**config.mk**
```make
export PLATFORM = sky130hd
export DESIGN_NAME = nspc_ctrl
export DESIGN_NICKNAME = d
export VERILOG_FILES = /design/src/nspc_ctrl.v /design/src/nspc_timer.v /design/src/nspc_wlatch.v
export VERILOG_INCLUDE_DIRS = /design/src /design/src/src
export SDC_FILE = /design/constraint.sdc
export NUM_CORES = 2
export LEC_CHECK = 0
export ABC_AREA = 1
export BUFFER_PORTS_ARGS = -buffer_cell sky130_fd_sc_hd__clkbuf_2
export CORE_ASPECT_RATIO = 2
export CORE_MARGIN = 2
export CORE_UTILIZATION = 45
export CTS_CLUSTER_DIAMETER = 200
export DETAILED_ROUTE_END_ITERATION = 8
export PLACE_DENSITY = 0.58
export SYNTH_ARGS = -nofsm -noshare
export SYNTH_HDL_FRONTEND = slang
export SYNTH_HIERARCHICAL = 1
export SYNTH_SLANG_ARGS = --single-unit
```
**constraint.sdc**
```tcl
create_clock -name clk_sys_in -period 2.6 [get_ports clk_sys_in]
set_input_delay 0.39 -clock clk_sys_in [delete_from_list [all_inputs] [get_ports clk_sys_in]]
set_output_delay 0.39 -clock clk_sys_in [all_outputs]
set_load 0.03 [all_outputs]
```
**src/nspc_consts.vh**
```
`ifndef NSPC_CONSTS_VH
`define NSPC_CONSTS_VH

`define NSPC_OFF_CTRL 8'h00
`define NSPC_OFF_ADRL 8'h04
`define NSPC_OFF_ADRH 8'h08
`define NSPC_OFF_DATL 8'h0C
`define NSPC_OFF_DATH 8'h10
`define NSPC_OFF_KEY 8'h14
`define NSPC_OFF_STAT 8'h18

`define NSPC_B_RD 0
`define NSPC_B_WR 1
`define NSPC_B_WEN 2
`define NSPC_B_ERR 3
`define NSPC_B_LOAD 4
`define NSPC_B_ERASE 5
`define NSPC_B_SEL 6
`define NSPC_B_DONE 7
`define NSPC_B_DONEIE 8

`define NSPC_KEY1 8'h55
`define NSPC_KEY2 8'hAA

`define NSPC_OP_READ 3'h0
`define NSPC_OP_ERASE 3'h1
`define NSPC_OP_PROG 3'h2
`define NSPC_OP_EEWR 3'h3
`define NSPC_OP_BULK 3'h4

`define NSPC_PG_READ 2'h0
`define NSPC_PG_WRITE 2'h1
`define NSPC_PG_BULK 2'h2

`define NSPC_EE_BASE 15'h7000
`define NSPC_EE_TOP 15'h70FF
`define NSPC_UID_LAST 15'h0003
`define NSPC_WP_BOOT_END 15'h0200
`define NSPC_WP_HALF_END 15'h1000
`define NSPC_ROW_LAST 6'h3F
`define NSPC_ERASED 14'h3FFF

`define NSPC_CLK_MHZ 10
`define NSPC_T_ERASE_US 2000
`define NSPC_T_PROG_US 2000
`define NSPC_T_EE_US 4000
`define NSPC_T_BULK_US 5000

`endif

```
**src/nspc_ctrl.v**
```verilog
// The placing of the registers and the APB interface to the registers are this design's own decisions.
`timescale 1ns/1ps
`include "nspc_consts.vh"

// What this block does
// - Code protect blocks programmer access; self-write unaffected.
// - Only programmer bulk erase clears code protect, wiping all.
// - Write protect refuses self-write and erase; programmer free.
// - Erase sets all ones; programming only clears bits.
// - Rows of 64 14-bit words; a row is the erase unit.
// - Hidden 14-bit latches load only through the data pair.
// - Unprogrammed words program without a row erase.
// - Self-programming: row writes and row erase, no bulk erase.
// - 256-byte EEPROM written one location at a time.
// - Indirect read: one cycle, CPU stalled, one byte back.
// - Indirect writes and erases are never performed.
// - Register path writes user space and ID words 0 to 3; other config read only.
// - Register writes to protected targets are suppressed.
// - Read strobe stalls CPU; data pair filled next cycle.
// - Data pair holds until another read or software write.
// - Hardware clears the read strobe after the read.
// - Erase, latch load and commit need an unbroken unlock.
// - Unlock: key 55h, key AAh, then write strobe.
// - Flash write and erase strobes stall the processor until done.
// - An internal timer times every write and erase.
// - EEPROM done clears strobe, sets done flag, may interrupt.
// - Row erase on protected flash clears strobe, no erase.
module nspc_ctrl #(
    parameter [15:0] ERASE_CYCLES = `NSPC_T_ERASE_US * `NSPC_CLK_MHZ,
    parameter [15:0] PROG_CYCLES = `NSPC_T_PROG_US * `NSPC_CLK_MHZ,
    parameter [15:0] EE_CYCLES = `NSPC_T_EE_US * `NSPC_CLK_MHZ,
    parameter [15:0] BULK_CYCLES = `NSPC_T_BULK_US * `NSPC_CLK_MHZ
) (
    // Clock, reset, enable
    input wire clk_sys_in,
    input wire reset_in,
    input wire ce_in,
    // APB slave
    input wire psel_in,
    input wire penable_in,
    input wire pwrite_in,
    input wire [7:0] paddr_in,
    input wire [31:0] pwdata_in,
    output wire [31:0] prdata_out,
    output wire pready_out,
    output wire pslverr_out,
    // CPU side
    output wire cpu_stall_out,
    output wire nvm_irq_out,
    // Indirect pointer port
    input wire ind_req_in,
    input wire ind_write_in,
    input wire [15:0] ind_addr_in,
    output wire [7:0] ind_rdata_out,
    output wire ind_done_out,
    // Configuration word bits
    input wire cfg_program_code_protect_in,
    input wire cfg_eeprom_code_protect_in,
    input wire [1:0] cfg_write_protect_range_in,
    // External programmer port
    input wire pgm_req_in,
    input wire [1:0] pgm_op_in,
    input wire pgm_region_in,
    input wire [14:0] pgm_addr_in,
    input wire [13:0] pgm_wdata_in,
    output wire [13:0] pgm_rdata_out,
    output wire pgm_done_out,
    output wire pgm_denied_out,
    // Memory array port
    output wire arr_cmd_out,
    output wire [2:0] arr_op_out,
    output wire arr_region_out,
    output wire [14:0] arr_addr_out,
    output wire [13:0] arr_wdata_out,
    input wire [13:0] arr_rdata_in
);
    localparam [1:0] S_IDLE = 2'd0;
    localparam [1:0] S_READ = 2'd1;
    localparam [1:0] S_STREAM = 2'd2;
    localparam [1:0] S_WAIT = 2'd3;
    localparam [1:0] SRC_SW = 2'd0;
    localparam [1:0] SRC_IND = 2'd1;
    localparam [1:0] SRC_PGM = 2'd2;

    reg [1:0] state_q, src_q, key_q, wrt_q;
    reg [14:0] adr_q, arr_addr_q;
    reg [13:0] dat_q, pgm_rdata_q, arr_wdata_q, lat_data_q;
    reg rd_q, wr_q, wen_q, err_q, load_q, erase_q, sel_q, done_q, doneie_q;
    reg cp_q, cpd_q, cfg_loaded_q, hold_q, stall_q, irq_q, pready_q, pslverr_q;
    reg ind_done_q, pgm_done_q, pgm_denied_q, arr_cmd_q, arr_region_q, tmr_load_q, lat_wr_q, lat_fill_q;
    reg [5:0] idx_q, lat_idx_q;
    reg [31:0] prdata_q, rmux_w;
    reg [7:0] ind_rdata_q;
    reg [2:0] arr_op_q;
    reg [15:0] tmr_cycles_q;
    reg wp_w, mapped_w;
    wire tmr_done_w;
    wire [13:0] lat_rd_w;

    assign prdata_out = prdata_q;
    assign pready_out = pready_q;
    assign pslverr_out = pslverr_q;
    assign cpu_stall_out = stall_q;
    assign nvm_irq_out = irq_q;
    assign ind_rdata_out = ind_rdata_q;
    assign ind_done_out = ind_done_q;
    assign pgm_rdata_out = pgm_rdata_q;
    assign pgm_done_out = pgm_done_q;
    assign pgm_denied_out = pgm_denied_q;
    assign arr_cmd_out = arr_cmd_q;
    assign arr_op_out = arr_op_q;
    assign arr_region_out = arr_region_q;
    assign arr_addr_out = arr_addr_q;
    assign arr_wdata_out = arr_wdata_q;

    wire wr_w = psel_in & penable_in & pready_q & pwrite_in;
    wire ctrl_w = wr_w & (paddr_in == `NSPC_OFF_CTRL);
    wire idle_w = (state_q == S_IDLE) & cfg_loaded_q;
    wire sel_w = pwdata_in[`NSPC_B_SEL];
    wire go_w = ctrl_w & idle_w & pwdata_in[`NSPC_B_WR];
    wire rdgo_w = ctrl_w & idle_w & pwdata_in[`NSPC_B_RD] & ~pwdata_in[`NSPC_B_WR];
    wire unlocked_w = (key_q == 2'd2) & pwdata_in[`NSPC_B_WEN];
    wire ee_w = sel_w & (adr_q >= `NSPC_EE_BASE) & (adr_q <= `NSPC_EE_TOP);
    wire uid_w = sel_w & (adr_q <= `NSPC_UID_LAST);
    wire pgm_ee_w = pgm_region_in & (pgm_addr_in >= `NSPC_EE_BASE) & (pgm_addr_in <= `NSPC_EE_TOP);
    wire pgm_deny_w = (pgm_op_in != `NSPC_PG_BULK) & ((~pgm_region_in & cp_q) | (pgm_ee_w & cpd_q));
    wire ext_ok_w = idle_w & ~hold_q & ~go_w & ~rdgo_w;

    always @* begin
        case (wrt_q)
            2'd0: wp_w = 1'b1;
            2'd1: wp_w = adr_q < `NSPC_WP_HALF_END;
            2'd2: wp_w = adr_q < `NSPC_WP_BOOT_END;
            default: wp_w = 1'b0;
        endcase
    end

    always @* begin
        mapped_w = 1'b1;
        rmux_w = 32'h0000_0000;
        case (paddr_in)
            `NSPC_OFF_CTRL: rmux_w = {23'h00_0000, doneie_q, done_q, sel_q, erase_q, load_q, err_q, wen_q, wr_q, rd_q};
            `NSPC_OFF_ADRL: rmux_w = {24'h00_0000, adr_q[7:0]};
            `NSPC_OFF_ADRH: rmux_w = {25'h000_0000, adr_q[14:8]};
            `NSPC_OFF_DATL: rmux_w = {24'h00_0000, dat_q[7:0]};
            `NSPC_OFF_DATH: rmux_w = {26'h000_0000, dat_q[13:8]};
            `NSPC_OFF_KEY: rmux_w = 32'h0000_0000;
            `NSPC_OFF_STAT: rmux_w = {24'h00_0000, state_q, key_q, wrt_q, cpd_q, cp_q};
            default: mapped_w = 1'b0;
        endcase
    end

    always @(posedge clk_sys_in) begin
        if (reset_in) begin
            state_q <= S_IDLE;
            src_q <= SRC_SW;
            adr_q <= 15'h0000;
            dat_q <= 14'h0000;
            {rd_q, wr_q, wen_q, err_q, load_q, erase_q, sel_q, done_q, doneie_q} <= 9'h000;
            {cp_q, cpd_q, cfg_loaded_q, hold_q, stall_q, irq_q, pready_q, pslverr_q} <= 8'h00;
            {ind_done_q, pgm_done_q, pgm_denied_q, arr_cmd_q, arr_region_q, tmr_load_q, lat_wr_q, lat_fill_q} <= 8'h00;
            key_q <= 2'd0;
            wrt_q <= 2'd3;
            idx_q <= 6'h00;
            prdata_q <= 32'h0000_0000;
            ind_rdata_q <= 8'h00;
            pgm_rdata_q <= 14'h0000;
            arr_op_q <= `NSPC_OP_READ;
            arr_addr_q <= 15'h0000;
            arr_wdata_q <= 14'h0000;
            tmr_cycles_q <= 16'h0000;
            lat_idx_q <= 6'h00;
            lat_data_q <= 14'h0000;
        end else if (ce_in) begin
            {arr_cmd_q, ind_done_q, pgm_done_q, pgm_denied_q, tmr_load_q, lat_wr_q, lat_fill_q, hold_q} <= 8'h00;
            irq_q <= done_q & doneie_q;
            // One wait state: answer prepared in the first access cycle
            pready_q <= psel_in & penable_in & ~pready_q;
            pslverr_q <= psel_in & penable_in & ~pready_q & ~mapped_w;
            if (psel_in & penable_in & ~pready_q) begin
                prdata_q <= rmux_w;
            end
            if (!cfg_loaded_q) begin
                cp_q <= cfg_program_code_protect_in;
                cpd_q <= cfg_eeprom_code_protect_in;
                wrt_q <= cfg_write_protect_range_in;
                cfg_loaded_q <= 1'b1;
            end
            if (wr_w) begin
                if (paddr_in == `NSPC_OFF_KEY && pwdata_in[7:0] == `NSPC_KEY1) begin
                    key_q <= 2'd1;
                end else if (paddr_in == `NSPC_OFF_KEY && pwdata_in[7:0] == `NSPC_KEY2 && key_q == 2'd1) begin
                    key_q <= 2'd2;
                end else begin
                    key_q <= 2'd0;
                end
            end
            if (ctrl_w) begin
                doneie_q <= pwdata_in[`NSPC_B_DONEIE];
                done_q <= pwdata_in[`NSPC_B_DONE];
            end
            if (wr_w & idle_w) begin
                case (paddr_in)
                    `NSPC_OFF_ADRL: adr_q[7:0] <= pwdata_in[7:0];
                    `NSPC_OFF_ADRH: adr_q[14:8] <= pwdata_in[6:0];
                    `NSPC_OFF_DATL: dat_q[7:0] <= pwdata_in[7:0];
                    `NSPC_OFF_DATH: dat_q[13:8] <= pwdata_in[5:0];
                    `NSPC_OFF_CTRL: begin
                        wen_q <= pwdata_in[`NSPC_B_WEN];
                        err_q <= pwdata_in[`NSPC_B_ERR];
                        load_q <= pwdata_in[`NSPC_B_LOAD];
                        erase_q <= pwdata_in[`NSPC_B_ERASE];
                        sel_q <= sel_w;
                    end
                    default: sel_q <= sel_q;
                endcase
            end
            case (state_q)
                S_IDLE: begin
                    if (rdgo_w) begin
                        rd_q <= 1'b1;
                        stall_q <= 1'b1;
                        arr_cmd_q <= 1'b1;
                        arr_op_q <= `NSPC_OP_READ;
                        arr_region_q <= sel_w;
                        arr_addr_q <= adr_q;
                        src_q <= SRC_SW;
                        state_q <= S_READ;
                    end else if (go_w & unlocked_w) begin
                        src_q <= SRC_SW;
                        arr_region_q <= sel_w;
                        if (pwdata_in[`NSPC_B_ERASE]) begin
                            if ((~sel_w & wp_w) | (sel_w & ~uid_w)) begin
                                err_q <= 1'b1;
                            end else begin
                                wr_q <= 1'b1;
                                stall_q <= 1'b1;
                                arr_cmd_q <= 1'b1;
                                arr_op_q <= `NSPC_OP_ERASE;
                                arr_addr_q <= {adr_q[14:6], 6'h00};
                                tmr_load_q <= 1'b1;
                                tmr_cycles_q <= ERASE_CYCLES;
                                state_q <= S_WAIT;
                            end
                        end else if (pwdata_in[`NSPC_B_LOAD]) begin
                            if (~sel_w | uid_w) begin
                                lat_wr_q <= 1'b1;
                                lat_idx_q <= adr_q[5:0];
                                lat_data_q <= dat_q;
                            end else begin
                                err_q <= 1'b1;
                            end
                        end else if (ee_w) begin
                            // EEPROM runs in the background; CPU keeps going
                            wr_q <= 1'b1;
                            arr_cmd_q <= 1'b1;
                            arr_op_q <= `NSPC_OP_EEWR;
                            arr_addr_q <= adr_q;
                            arr_wdata_q <= {6'h00, dat_q[7:0]};
                            tmr_load_q <= 1'b1;
                            tmr_cycles_q <= EE_CYCLES;
                            state_q <= S_WAIT;
                        end else if ((~sel_w & ~wp_w) | uid_w) begin
                            wr_q <= 1'b1;
                            stall_q <= 1'b1;
                            idx_q <= 6'h00;
                            state_q <= S_STREAM;
                        end else begin
                            err_q <= 1'b1;
                        end
                    end else if (pgm_req_in & ext_ok_w) begin
                        src_q <= SRC_PGM;
                        arr_region_q <= pgm_region_in;
                        arr_addr_q <= pgm_addr_in;
                        arr_wdata_q <= pgm_wdata_in;
                        if (pgm_deny_w) begin
                            pgm_done_q <= 1'b1;
                            pgm_denied_q <= 1'b1;
                            hold_q <= 1'b1;
                        end else if (pgm_op_in == `NSPC_PG_READ) begin
                            arr_cmd_q <= 1'b1;
                            arr_op_q <= `NSPC_OP_READ;
                            state_q <= S_READ;
                        end else if (pgm_op_in == `NSPC_PG_WRITE) begin
                            arr_cmd_q <= 1'b1;
                            arr_op_q <= `NSPC_OP_PROG;
                            tmr_load_q <= 1'b1;
                            tmr_cycles_q <= PROG_CYCLES;
                            state_q <= S_WAIT;
                        end else begin
                            // Bulk erase exists only on this port
                            arr_cmd_q <= 1'b1;
                            arr_op_q <= `NSPC_OP_BULK;
                            cp_q <= 1'b0;
                            cpd_q <= 1'b0;
                            wrt_q <= 2'd3;
                            lat_fill_q <= 1'b1;
                            tmr_load_q <= 1'b1;
                            tmr_cycles_q <= BULK_CYCLES;
                            state_q <= S_WAIT;
                        end
                    end else if (ind_req_in & ext_ok_w) begin
                        hold_q <= ind_write_in;
                        if (ind_write_in) begin
                            ind_done_q <= 1'b1;
                        end else begin
                            stall_q <= 1'b1;
                            arr_cmd_q <= 1'b1;
                            arr_op_q <= `NSPC_OP_READ;
                            arr_region_q <= 1'b0;
                            arr_addr_q <= ind_addr_in[14:0];
                            src_q <= SRC_IND;
                            state_q <= S_READ;
                        end
                    end
                end
                S_READ: begin
                    stall_q <= 1'b0;
                    state_q <= S_IDLE;
                    case (src_q)
                        SRC_SW: begin
                            dat_q <= arr_rdata_in;
                            rd_q <= 1'b0;
                        end
                        SRC_IND: begin
                            ind_rdata_q <= arr_rdata_in[7:0];
                            ind_done_q <= 1'b1;
                            hold_q <= 1'b1;
                        end
                        default: begin
                            pgm_rdata_q <= arr_rdata_in;
                            pgm_done_q <= 1'b1;
                            hold_q <= 1'b1;
                        end
                    endcase
                end
                S_STREAM: begin
                    arr_cmd_q <= 1'b1;
                    arr_op_q <= `NSPC_OP_PROG;
                    arr_addr_q <= {adr_q[14:6], idx_q};
                    arr_wdata_q <= lat_rd_w;
                    idx_q <= idx_q + 6'h01;
                    if (idx_q == `NSPC_ROW_LAST) begin
                        lat_fill_q <= 1'b1;
                        tmr_load_q <= 1'b1;
                        tmr_cycles_q <= PROG_CYCLES;
                        state_q <= S_WAIT;
                    end
                end
                default: begin
                    if (tmr_done_w) begin
                        state_q <= S_IDLE;
                        stall_q <= 1'b0;
                        if (src_q == SRC_PGM) begin
                            pgm_done_q <= 1'b1;
                            hold_q <= 1'b1;
                        end else begin
                            wr_q <= 1'b0;
                            done_q <= 1'b1;
                        end
                    end
                end
            endcase
        end
    end

    nspc_timer u_tmr (
        .clk_sys_in(clk_sys_in),
        .reset_in(reset_in),
        .ce_in(ce_in),
        .load_in(tmr_load_q),
        .cycles_in(tmr_cycles_q),
        .done_out(tmr_done_w)
    );

    nspc_wlatch u_lat (
        .clk_sys_in(clk_sys_in),
        .reset_in(reset_in),
        .ce_in(ce_in),
        .wr_in(lat_wr_q),
        .idx_in(lat_idx_q),
        .data_in(lat_data_q),
        .fill_in(lat_fill_q),
        .rd_idx_in(idx_q),
        .rd_data_out(lat_rd_w)
    );
endmodule

```
**src/nspc_timer.v**
```verilog
`timescale 1ns/1ps
`include "nspc_consts.vh"

module nspc_timer (
    // Clock and reset
    input wire clk_sys_in,
    input wire reset_in,
    input wire ce_in,
    // Control
    input wire load_in,
    input wire [15:0] cycles_in,
    output wire done_out
);
    reg [15:0] cnt_q;
    reg done_q;

    assign done_out = done_q;

    always @(posedge clk_sys_in) begin
        if (reset_in) begin
            cnt_q <= 16'h0000;
            done_q <= 1'b0;
        end else if (ce_in) begin
            done_q <= 1'b0;
            if (load_in) begin
                cnt_q <= cycles_in;
            end else if (cnt_q != 16'h0000) begin
                cnt_q <= cnt_q - 16'h0001;
                // Pulse as the last cycle is counted off
                done_q <= (cnt_q == 16'h0001);
            end
        end
    end
endmodule

```
**src/nspc_wlatch.v**
```verilog
`timescale 1ns/1ps
`include "nspc_consts.vh"

module nspc_wlatch (
    // Clock and reset
    input wire clk_sys_in,
    input wire reset_in,
    input wire ce_in,
    // Load port
    input wire wr_in,
    input wire [5:0] idx_in,
    input wire [13:0] data_in,
    input wire fill_in,
    // Read port
    input wire [5:0] rd_idx_in,
    output wire [13:0] rd_data_out
);
    wire [13:0] word_w [0:63];

    genvar gi;
    generate
        for (gi = 0; gi < 64; gi = gi + 1) begin : g_lat
            reg [13:0] lat_q;
            // Refill with erased value so untouched words program nothing
            always @(posedge clk_sys_in) begin
                if (reset_in) begin
                    lat_q <= `NSPC_ERASED;
                end else if (ce_in) begin
                    if (fill_in) begin
                        lat_q <= `NSPC_ERASED;
                    end else if (wr_in && idx_in == gi) begin
                        lat_q <= data_in;
                    end
                end
            end
            assign word_w[gi] = lat_q;
        end
    endgenerate

    assign rd_data_out = word_w[rd_idx_in];
endmodule

```
=== Word level (Yosys, flattened, before mapping) ===
Cells that the tools add are included.

* Word-level logic and storage cells: 851
* Output and inout bits: 95
* Register bits: 1103

* Reductions and logical operators: 233
* $add $sub $neg: 2
* Multiplexer cells: 332
* Bitwise gates (word level): 50
* $lt $le $gt $ge: 8
* Equal/unequal tests: 118

{| class="wikitable"
|+ Operators by type and width
! cell !! number
|-
| two-way mux 14 bit || 139
|-
| two-way mux 16 bit || 13
|-
| == test 6 bit, second input constant || 33
|-
| AND reduction 2 bit || 68
|-
| nonzero test 2 bit || 68
|-
| two-way mux 15 bit || 9
|-
| two-way mux 1 bit || 106
|-
| == test 6 x 5 -> 1 bit, second input constant || 16
|-
| binary-select mux 14 bit (select 6 bit) || 1
|-
| logical AND 1 bit || 67
|-
| two-way mux 2 bit || 27
|-
| case mux 9 bit (6 select lines) || 1
|-
| == test 6 x 4 -> 1 bit, second input constant || 8
|-
| two-way mux 6 bit || 7
|-
| two-way mux 3 bit || 12
|-
| case mux 16 bit (2 select lines) || 1
|-
| AND 1 bit || 31
|-
| greater-or-equal comparator 15 bit, second input constant || 2
|-
| less-or-equal comparator 15 bit, second input constant || 2
|-
| case mux 15 bit (2 select lines) || 1
|-
| case mux 14 bit (2 select lines) || 1
|-
| != test 5 bit, second input constant || 5
|-
| == test 6 x 3 -> 1 bit, second input constant || 4
|-
| == test 8 x 5 -> 1 bit, second input constant || 3
|-
| 52 further kinds || 118
|}

=== Depth between registers and ports, before layout ===
* Depth in word-level cells: 15
* Gate-level depth with buffers: 16
* Depth with buffers taken out: 14

=== Modules after synthesis ===
Netlist, hierarchy kept.

{| class="wikitable"
|+ Modules (own cells, without submodules)
! module !! area an instance (sq um) !! seq. area each (sq um) !! times used !! cells an instance
|-
| nspc_wlatch || 41252.1 || 17937.2 || 1 || 6259
|-
| nspc_ctrl || 8401.8 || 3143.0 || 1 || 1245
|-
| nspc_timer || 1291.2 || 340.3 || 1 || 207
|}

=== Least setup slack after synthesis ===
Ideal clock, no wire load.

* Path type: register to register
* From: register state_q[0]
* To: register state_q[0]
* Path slack: 0.504 ns
* Data required time: 2.487 ns
* Arrival: 1.983 ns
* Stages on the path, launching flop included: 15
* Period minus slack after synthesis: 2.096 ns
* Path through: dfxtp_1 > inv_1 > ha_1 > nand2_4 > nor3_4 > nand3_4 > nand3_2 > nor2_1 > buf_6 > nand2_4 > nand3_2 > nor2_2 > nand2_1 > nand2_1 > nor2_1

* Cells in the longest elaborated chain, start to end: 12

{| class="wikitable"
|+ Ends and longest elaborated chain
! element !! RTL line !! text
|-
| from (decl) || nspc_ctrl.v:85 || <nowiki>reg [1:0] state_q, src_q, key_q, wrt_q;</nowiki>
|-
| from (signal assigned) || nspc_ctrl.v:155 || <nowiki>state_q <= S_IDLE;</nowiki>
|-
| from (signal assigned) || nspc_ctrl.v:228 || <nowiki>state_q <= S_READ;</nowiki>
|-
| from (signal assigned) || nspc_ctrl.v:243 || <nowiki>state_q <= S_WAIT;</nowiki>
|-
| logical NOT 2 bit || nspc_ctrl.v:118, nspc_ctrl.v:218 ||
|-
| AND 1 bit || nspc_ctrl.v:118 || <nowiki>wire idle_w = (state_q == S_IDLE) & cfg_loaded_q;</nowiki>
|-
| AND 1 bit || nspc_ctrl.v:120, nspc_ctrl.v:121 ||
|-
| AND 1 bit, on equally long branches || nspc_ctrl.v:120, nspc_ctrl.v:121 ||
|-
| inverter 1 bit or AND 1 bit (tied branches) || nspc_ctrl.v:127, nspc_ctrl.v:121 ||
|-
| AND 1 bit or inverter 1 bit (tied branches) || -- ||
|-
| AND 1 bit || nspc_ctrl.v:127 || <nowiki>wire ext_ok_w = idle_w & ~hold_q & ~go_w & ~rdgo_w;</nowiki>
|-
| AND 1 bit || nspc_ctrl.v:271 || <nowiki>end else if (pgm_req_in & ext_ok_w) begin</nowiki>
|-
| two-way mux 2 bit || nspc_ctrl.v:271 ||
|-
| two-way mux 2 bit || nspc_ctrl.v:229 || <nowiki>end else if (go_w & unlocked_w) begin</nowiki>
|-
| two-way mux 2 bit || nspc_ctrl.v:220 || <nowiki>if (rdgo_w) begin</nowiki>
|-
| case mux 2 bit (3 select lines) || nspc_ctrl.v:218 || <nowiki>case (state_q)</nowiki>
|}

Parallel ways exist; a longest one is shown, timed or not.
A chain may end at the register's enable or synchronous reset.

=== Worst setup path in the final report ===
* From: register idx_q[0]
* To: register arr_wdata_q[4] (netlist: arr_wdata_out[4])

* Cells in the longest elaborated chain, start to end: 5

{| class="wikitable"
|+ Ends and longest elaborated chain
! element !! RTL line !! text
|-
| from (decl) || nspc_ctrl.v:91 || <nowiki>reg [5:0] idx_q, lat_idx_q;</nowiki>
|-
| from (signal assigned) || nspc_ctrl.v:342 || <nowiki>idx_q <= idx_q + 6'h01;</nowiki>
|-
| inverter 6 -> 7 bit (implied by the code) || nspc_wlatch.v:40 || <nowiki>assign rd_data_out = word_w[rd_idx_in];</nowiki>
|-
| binary-select mux 14 bit (select 6 bit) || nspc_wlatch.v:40 ||
|-
| two-way mux 14 bit (implied by the code) (2 in a row) || nspc_wlatch.v:40 ||
|-
| net lat_rd_w[4] || nspc_ctrl.v:98 || <nowiki>wire [13:0] lat_rd_w;</nowiki>
|-
| case mux 14 bit (2 select lines) || nspc_ctrl.v:218 ||
|-
| to (signal assigned) || nspc_ctrl.v:259 || <nowiki>arr_wdata_q <= {6'h00, dat_q[7:0]};</nowiki>
|-
| to (signal assigned) || nspc_ctrl.v:275 || <nowiki>arr_wdata_q <= pgm_wdata_in;</nowiki>
|-
| to (signal assigned) || nspc_ctrl.v:341 || <nowiki>arr_wdata_q <= lat_rd_w;</nowiki>
|-
| to (decl) || nspc_ctrl.v:87 || <nowiki>reg [13:0] dat_q, pgm_rdata_q, arr_wdata_q, lat_data_q;</nowiki>
|}

The timed path passes the listed nets, and every way through them passes these cells. The select of a mux whose other input is x is not followed.

==> impl_metrics.yaml <==
status:
  status: "completed"
die:
  ios: 210
  rows: 174
  coreArea_um2: 112000
  die_area_um2: 116000
  die_w_um: 242
  start_util_pct: 45.3
  die_y_um: 480
synthesis:
  synth.most_common_cell: "nand2_1"
  synth.area.top_cells: "dfxtp_1, nand2_1, nand3_1, buf_2, o21ai_0"
  netlist_area_um2: 50900
  async_reset_ff_share_pct: 0
  ys_seq_area_share_pct: 42.0
  yosysTopAreaCellShare_pct: 42.0
  ys_top_cells_by_count: "nand2_1, nand3_1, dfxtp_1"
  synthCells: 7711
  syn_avg_cell_area_um2: 6.61
  ys_types: 52
  synth_edf_count: 0
  yosys_register_bits: 1070
  synth_top_area_cell: "dfxtp_1"
  yosys_warnings: 6
  ys.flop_type: "dfxtp_1"
setup_path:
  cp_common_cell: "nand3_1"
  start_kind: "flip-flop"
  end_kind: "flip-flop"
  cp.depth: 14
  reg2reg_depth: 14
  cp_slowest_cell: "dfxtp_4"
  ff2ff_setup_slack_ps: 30
  path_class: "reg -> reg"
  crit_family: "simple AND/OR/NAND/NOR gates"
  cp_max_fo: 24
  rr_endpoint: "arr_wdata_out[4]"
  crit_end: "arr_wdata_out[4]"
  startpoint: "idx_q[0]"
  rr_startpoint: "idx_q[0]"
  crit_required_ps: 3250
  path_cells: "buf_4, buf_16, nand2_1, nand3_1, nand3_1, nand2_1, nand2_1, nand3_1, nand3_1, nand2_2, nor2_1, a31oi_1, o21ai_0, a21oi_1"
  slowest_delay_ps: 390
  crit_buf_inv: 2
  crit_arrival_ps: 3220
routing:
  route.final.wire_length_um: 198000
  drtPass1Iterations: 6
  final_antenna_net_count: 0
  avgViaCountPerCell: 5.54
  route.detailed.drc: 0
  vias: 51600
  drt_iter0_markers: 4960
  wl_per_cell_um: 21.3
timing:
  hold_viol_final: 0
  slew_violations: 0
  setup_viol: 0
  min_period_ps: 2570
  finalClockSkew_ps: 21.2
  slew_headroom_pct: 51.3
  fmax_ghz: 0.388
  finalCritPeriodShare_pct: 99.0
  worst_slew_pin_slew_ps: 729
placement:
  place_congestion: 1.02
  placed_cell_area_um2: 53700
  port_buffers: 162
  dp_hpwl_um: 133000
  dp.cells: 9090
pwr:
  p_clk_share_pct: 37.7
  total_power_mw: 41.6
  combPwrFrac_pct: 18.8
  swShare_pct: 31.0
  powerDensity_nw_per_um2: 719
  power.internal_mw: 28.7
  p_switching_mw: 12.9
  cellLeakagePower_nw: 28.6
  ir_worst_vdd_uv: 628
  seq_power_share_pct: 43.5
hold_path:
  hold_path.class: "in -> reg"
  hp-start: "arr_rdata_in[5]"
global_routing:
  grt_max_degree: 122
  grt_pass1_wl_um: 297000
  antenna_found_initial: 4
  grt_use_total_pct: 33.0
  grt_pass1_vias: 48800
  grt_remaining_overflow: 0
clock_tree:
  cts_num_sinks: 1070
  htreeDepth: 3
  clk_pin_slew_ps: 70
  clockBufferDepth: 3
  cts_made_buffers: 100
  cts_root_buffer: "clkbuf_16"
  clkLatencyLatePin_ps: 730
  cts_tree: "yes"
finish:
  syn2layout_area_growth_pct: 13.5
  fin_area_um2: 57800
  final_nets: 7849
  instances_no_fill: 9305
  drive_above_1_share_pct: 11.3
flow_run:
  drv_cap: 0
[placed cells by master, fill, tap and decap left out, types with 6 or more instances in the layout]
cell type | netlist | final
nor3_1 | 15 | 15
buf_4 | 87 | 238
nand3b_1 | 7 | 7
o22ai_1 | 6 | 6
clkbuf_2 | 4 | 161
a31oi_1 | 13 | 13
nand4_1 | 20 | 20
nor2_2 | 7 | 8
clkbuf_1 | 192 | 14
nand3_4 | 5 | 8
nand2_2 | 47 | 56
buf_12 | 0 | 75
o21ai_1 | 47 | 47
inv_2 | 69 | 69
nor2_1 | 168 | 167
clkbuf_8 | 0 | 26
dfxtp_1 | 1070 | 1066
o21ai_0 | 154 | 154
o211ai_1 | 18 | 18
conb_1 | 1 | 29
ha_1 | 8 | 8
inv_1 | 165 | 163
nand3_1 | 1729 | 1709
nand3_2 | 12 | 29
nand2_1 | 3306 | 3297
clkinv_2 | 0 | 21
a21oi_1 | 142 | 142
clkinvlp_4 | 0 | 6
clkbuf_16 | 0 | 106
dlygate4sd3_1 | 0 | 17
or2_4 | 0 | 14
bufinv_16 | 0 | 8
[worst min-delay path, cell delays in order]
cell	delay [ps]
clkbuf_2	130
nor2_1	110
nor2_1	50
[stage by stage]
step                hold WS, ps  setup WS, ps  setup TNS [ps]  util [%]
CTS                        1.35          5.22               0      51.1
global placement            434          43.5               0      47.8
global route               37.6         -51.0           -65.2      51.5
finish                     31.0          25.3               0      51.5
floorplan                   424           504               0         -
detailed placement          435          32.8               0      47.8
[state kept, by name (all words and copies together), names as in the netlist, 2 cells and up]
| name | count |
|---|---|
| key_q | 2 |
| lat_idx_q | 6 |
| pgm_rdata_out | 14 |
| idx_q | 6 |
| dat_q | 14 |
| src_q | 2 |
| arr_op_out | 3 |
| prdata_out | 9 |
| state_q | 2 |
| tmr_cycles_q | 6 |
| adr_q | 15 |
| lat_data_q | 14 |
| arr_addr_out | 15 |
| arr_wdata_out | 14 |
| wrt_q | 2 |
| ind_rdata_out | 8 |
| u_tmr/cnt_q | 16 |
| u_lat/g_lat.lat_q | 896 |
[worst min path at each step]
| stage | to | slack (ps) | cells past startpoint |
|---|---|---|---|
| 5_1_grt | pgm_rdata_out[11] | 40 | 3 |
| 3_5_place_dp | arr_wdata_out[10] | 440 | 2 |
| 4_1_cts | ind_rdata_out[5] | 1 | 3 |
| 3_3_place_gp | pgm_rdata_out[3] | 430 | 2 |
| 6_report | ind_rdata_out[5] | 30 | 3 |
| 2_1_floorplan | rd_q | 420 | 2 |
[routing by layer]
layer / GRT usage [%] / wire, um
met2: 58.2 / 97100
met3: 4.41 / 12000
met1: 36.0 / 71900
met4: 24.8 / 16800
met5: 0 / 23
[power groups by stage]
stage          registers, mW  clock network [mW]  logic [mW]
5_1_grt                 18.2                16.5        8.53
4_1_cts                 18.1                15.9        7.70
3_5_place_dp            18.4                   0        7.65
6_report                18.1                15.7        7.80
2_1_floorplan           18.7                   0        4.70
3_3_place_gp            18.4                   0        7.60
[logic make-up after synthesis]
| logic type | Yosys count | synth area share [%] |
|---|---|---|
| AND/OR/NAND/NOR | 5355 | 44.9 |
| flip-flops | 1070 | 42.0 |
| buffers and inverters | 864 | 8.44 |
| AO/OA/AOI/OAI | 406 | 4.29 |
| adder cells (fa/ha/maj) | 8 | 0.196 |
| XOR/XNOR | 6 | 0.103 |
| other | 1 | 0.00736 |
| multiplexers | 1 | 0.0221 |
[timing repair]
action | CTS | global route
hold buffers | 17 | 0
buffers inserted | 0 | 9
endpoints found under the setup margin | 0 | 16
resized for setup | 0 | 57
hold endpoints to repair | 23 | 0
[cell type report]
| cell class | count | area, um^2 |
|---|---|---|
| sequential | 1070 | 21400 |
| fill | 11400 | 54500 |
| tap | 1496 | 1870 |
| antenna | 1 | 2.50 |
| clock inverter | 41 | 458 |
| clock buffer | 143 | 2990 |
| multi-input combinational | 5805 | 25500 |
| inverter | 241 | 948 |
| timing repair buffer | 507 | 4580 |
| timing repair inverter | 1 | 11.3 |
No activity file was read; power rests on OpenSTA's default activity.
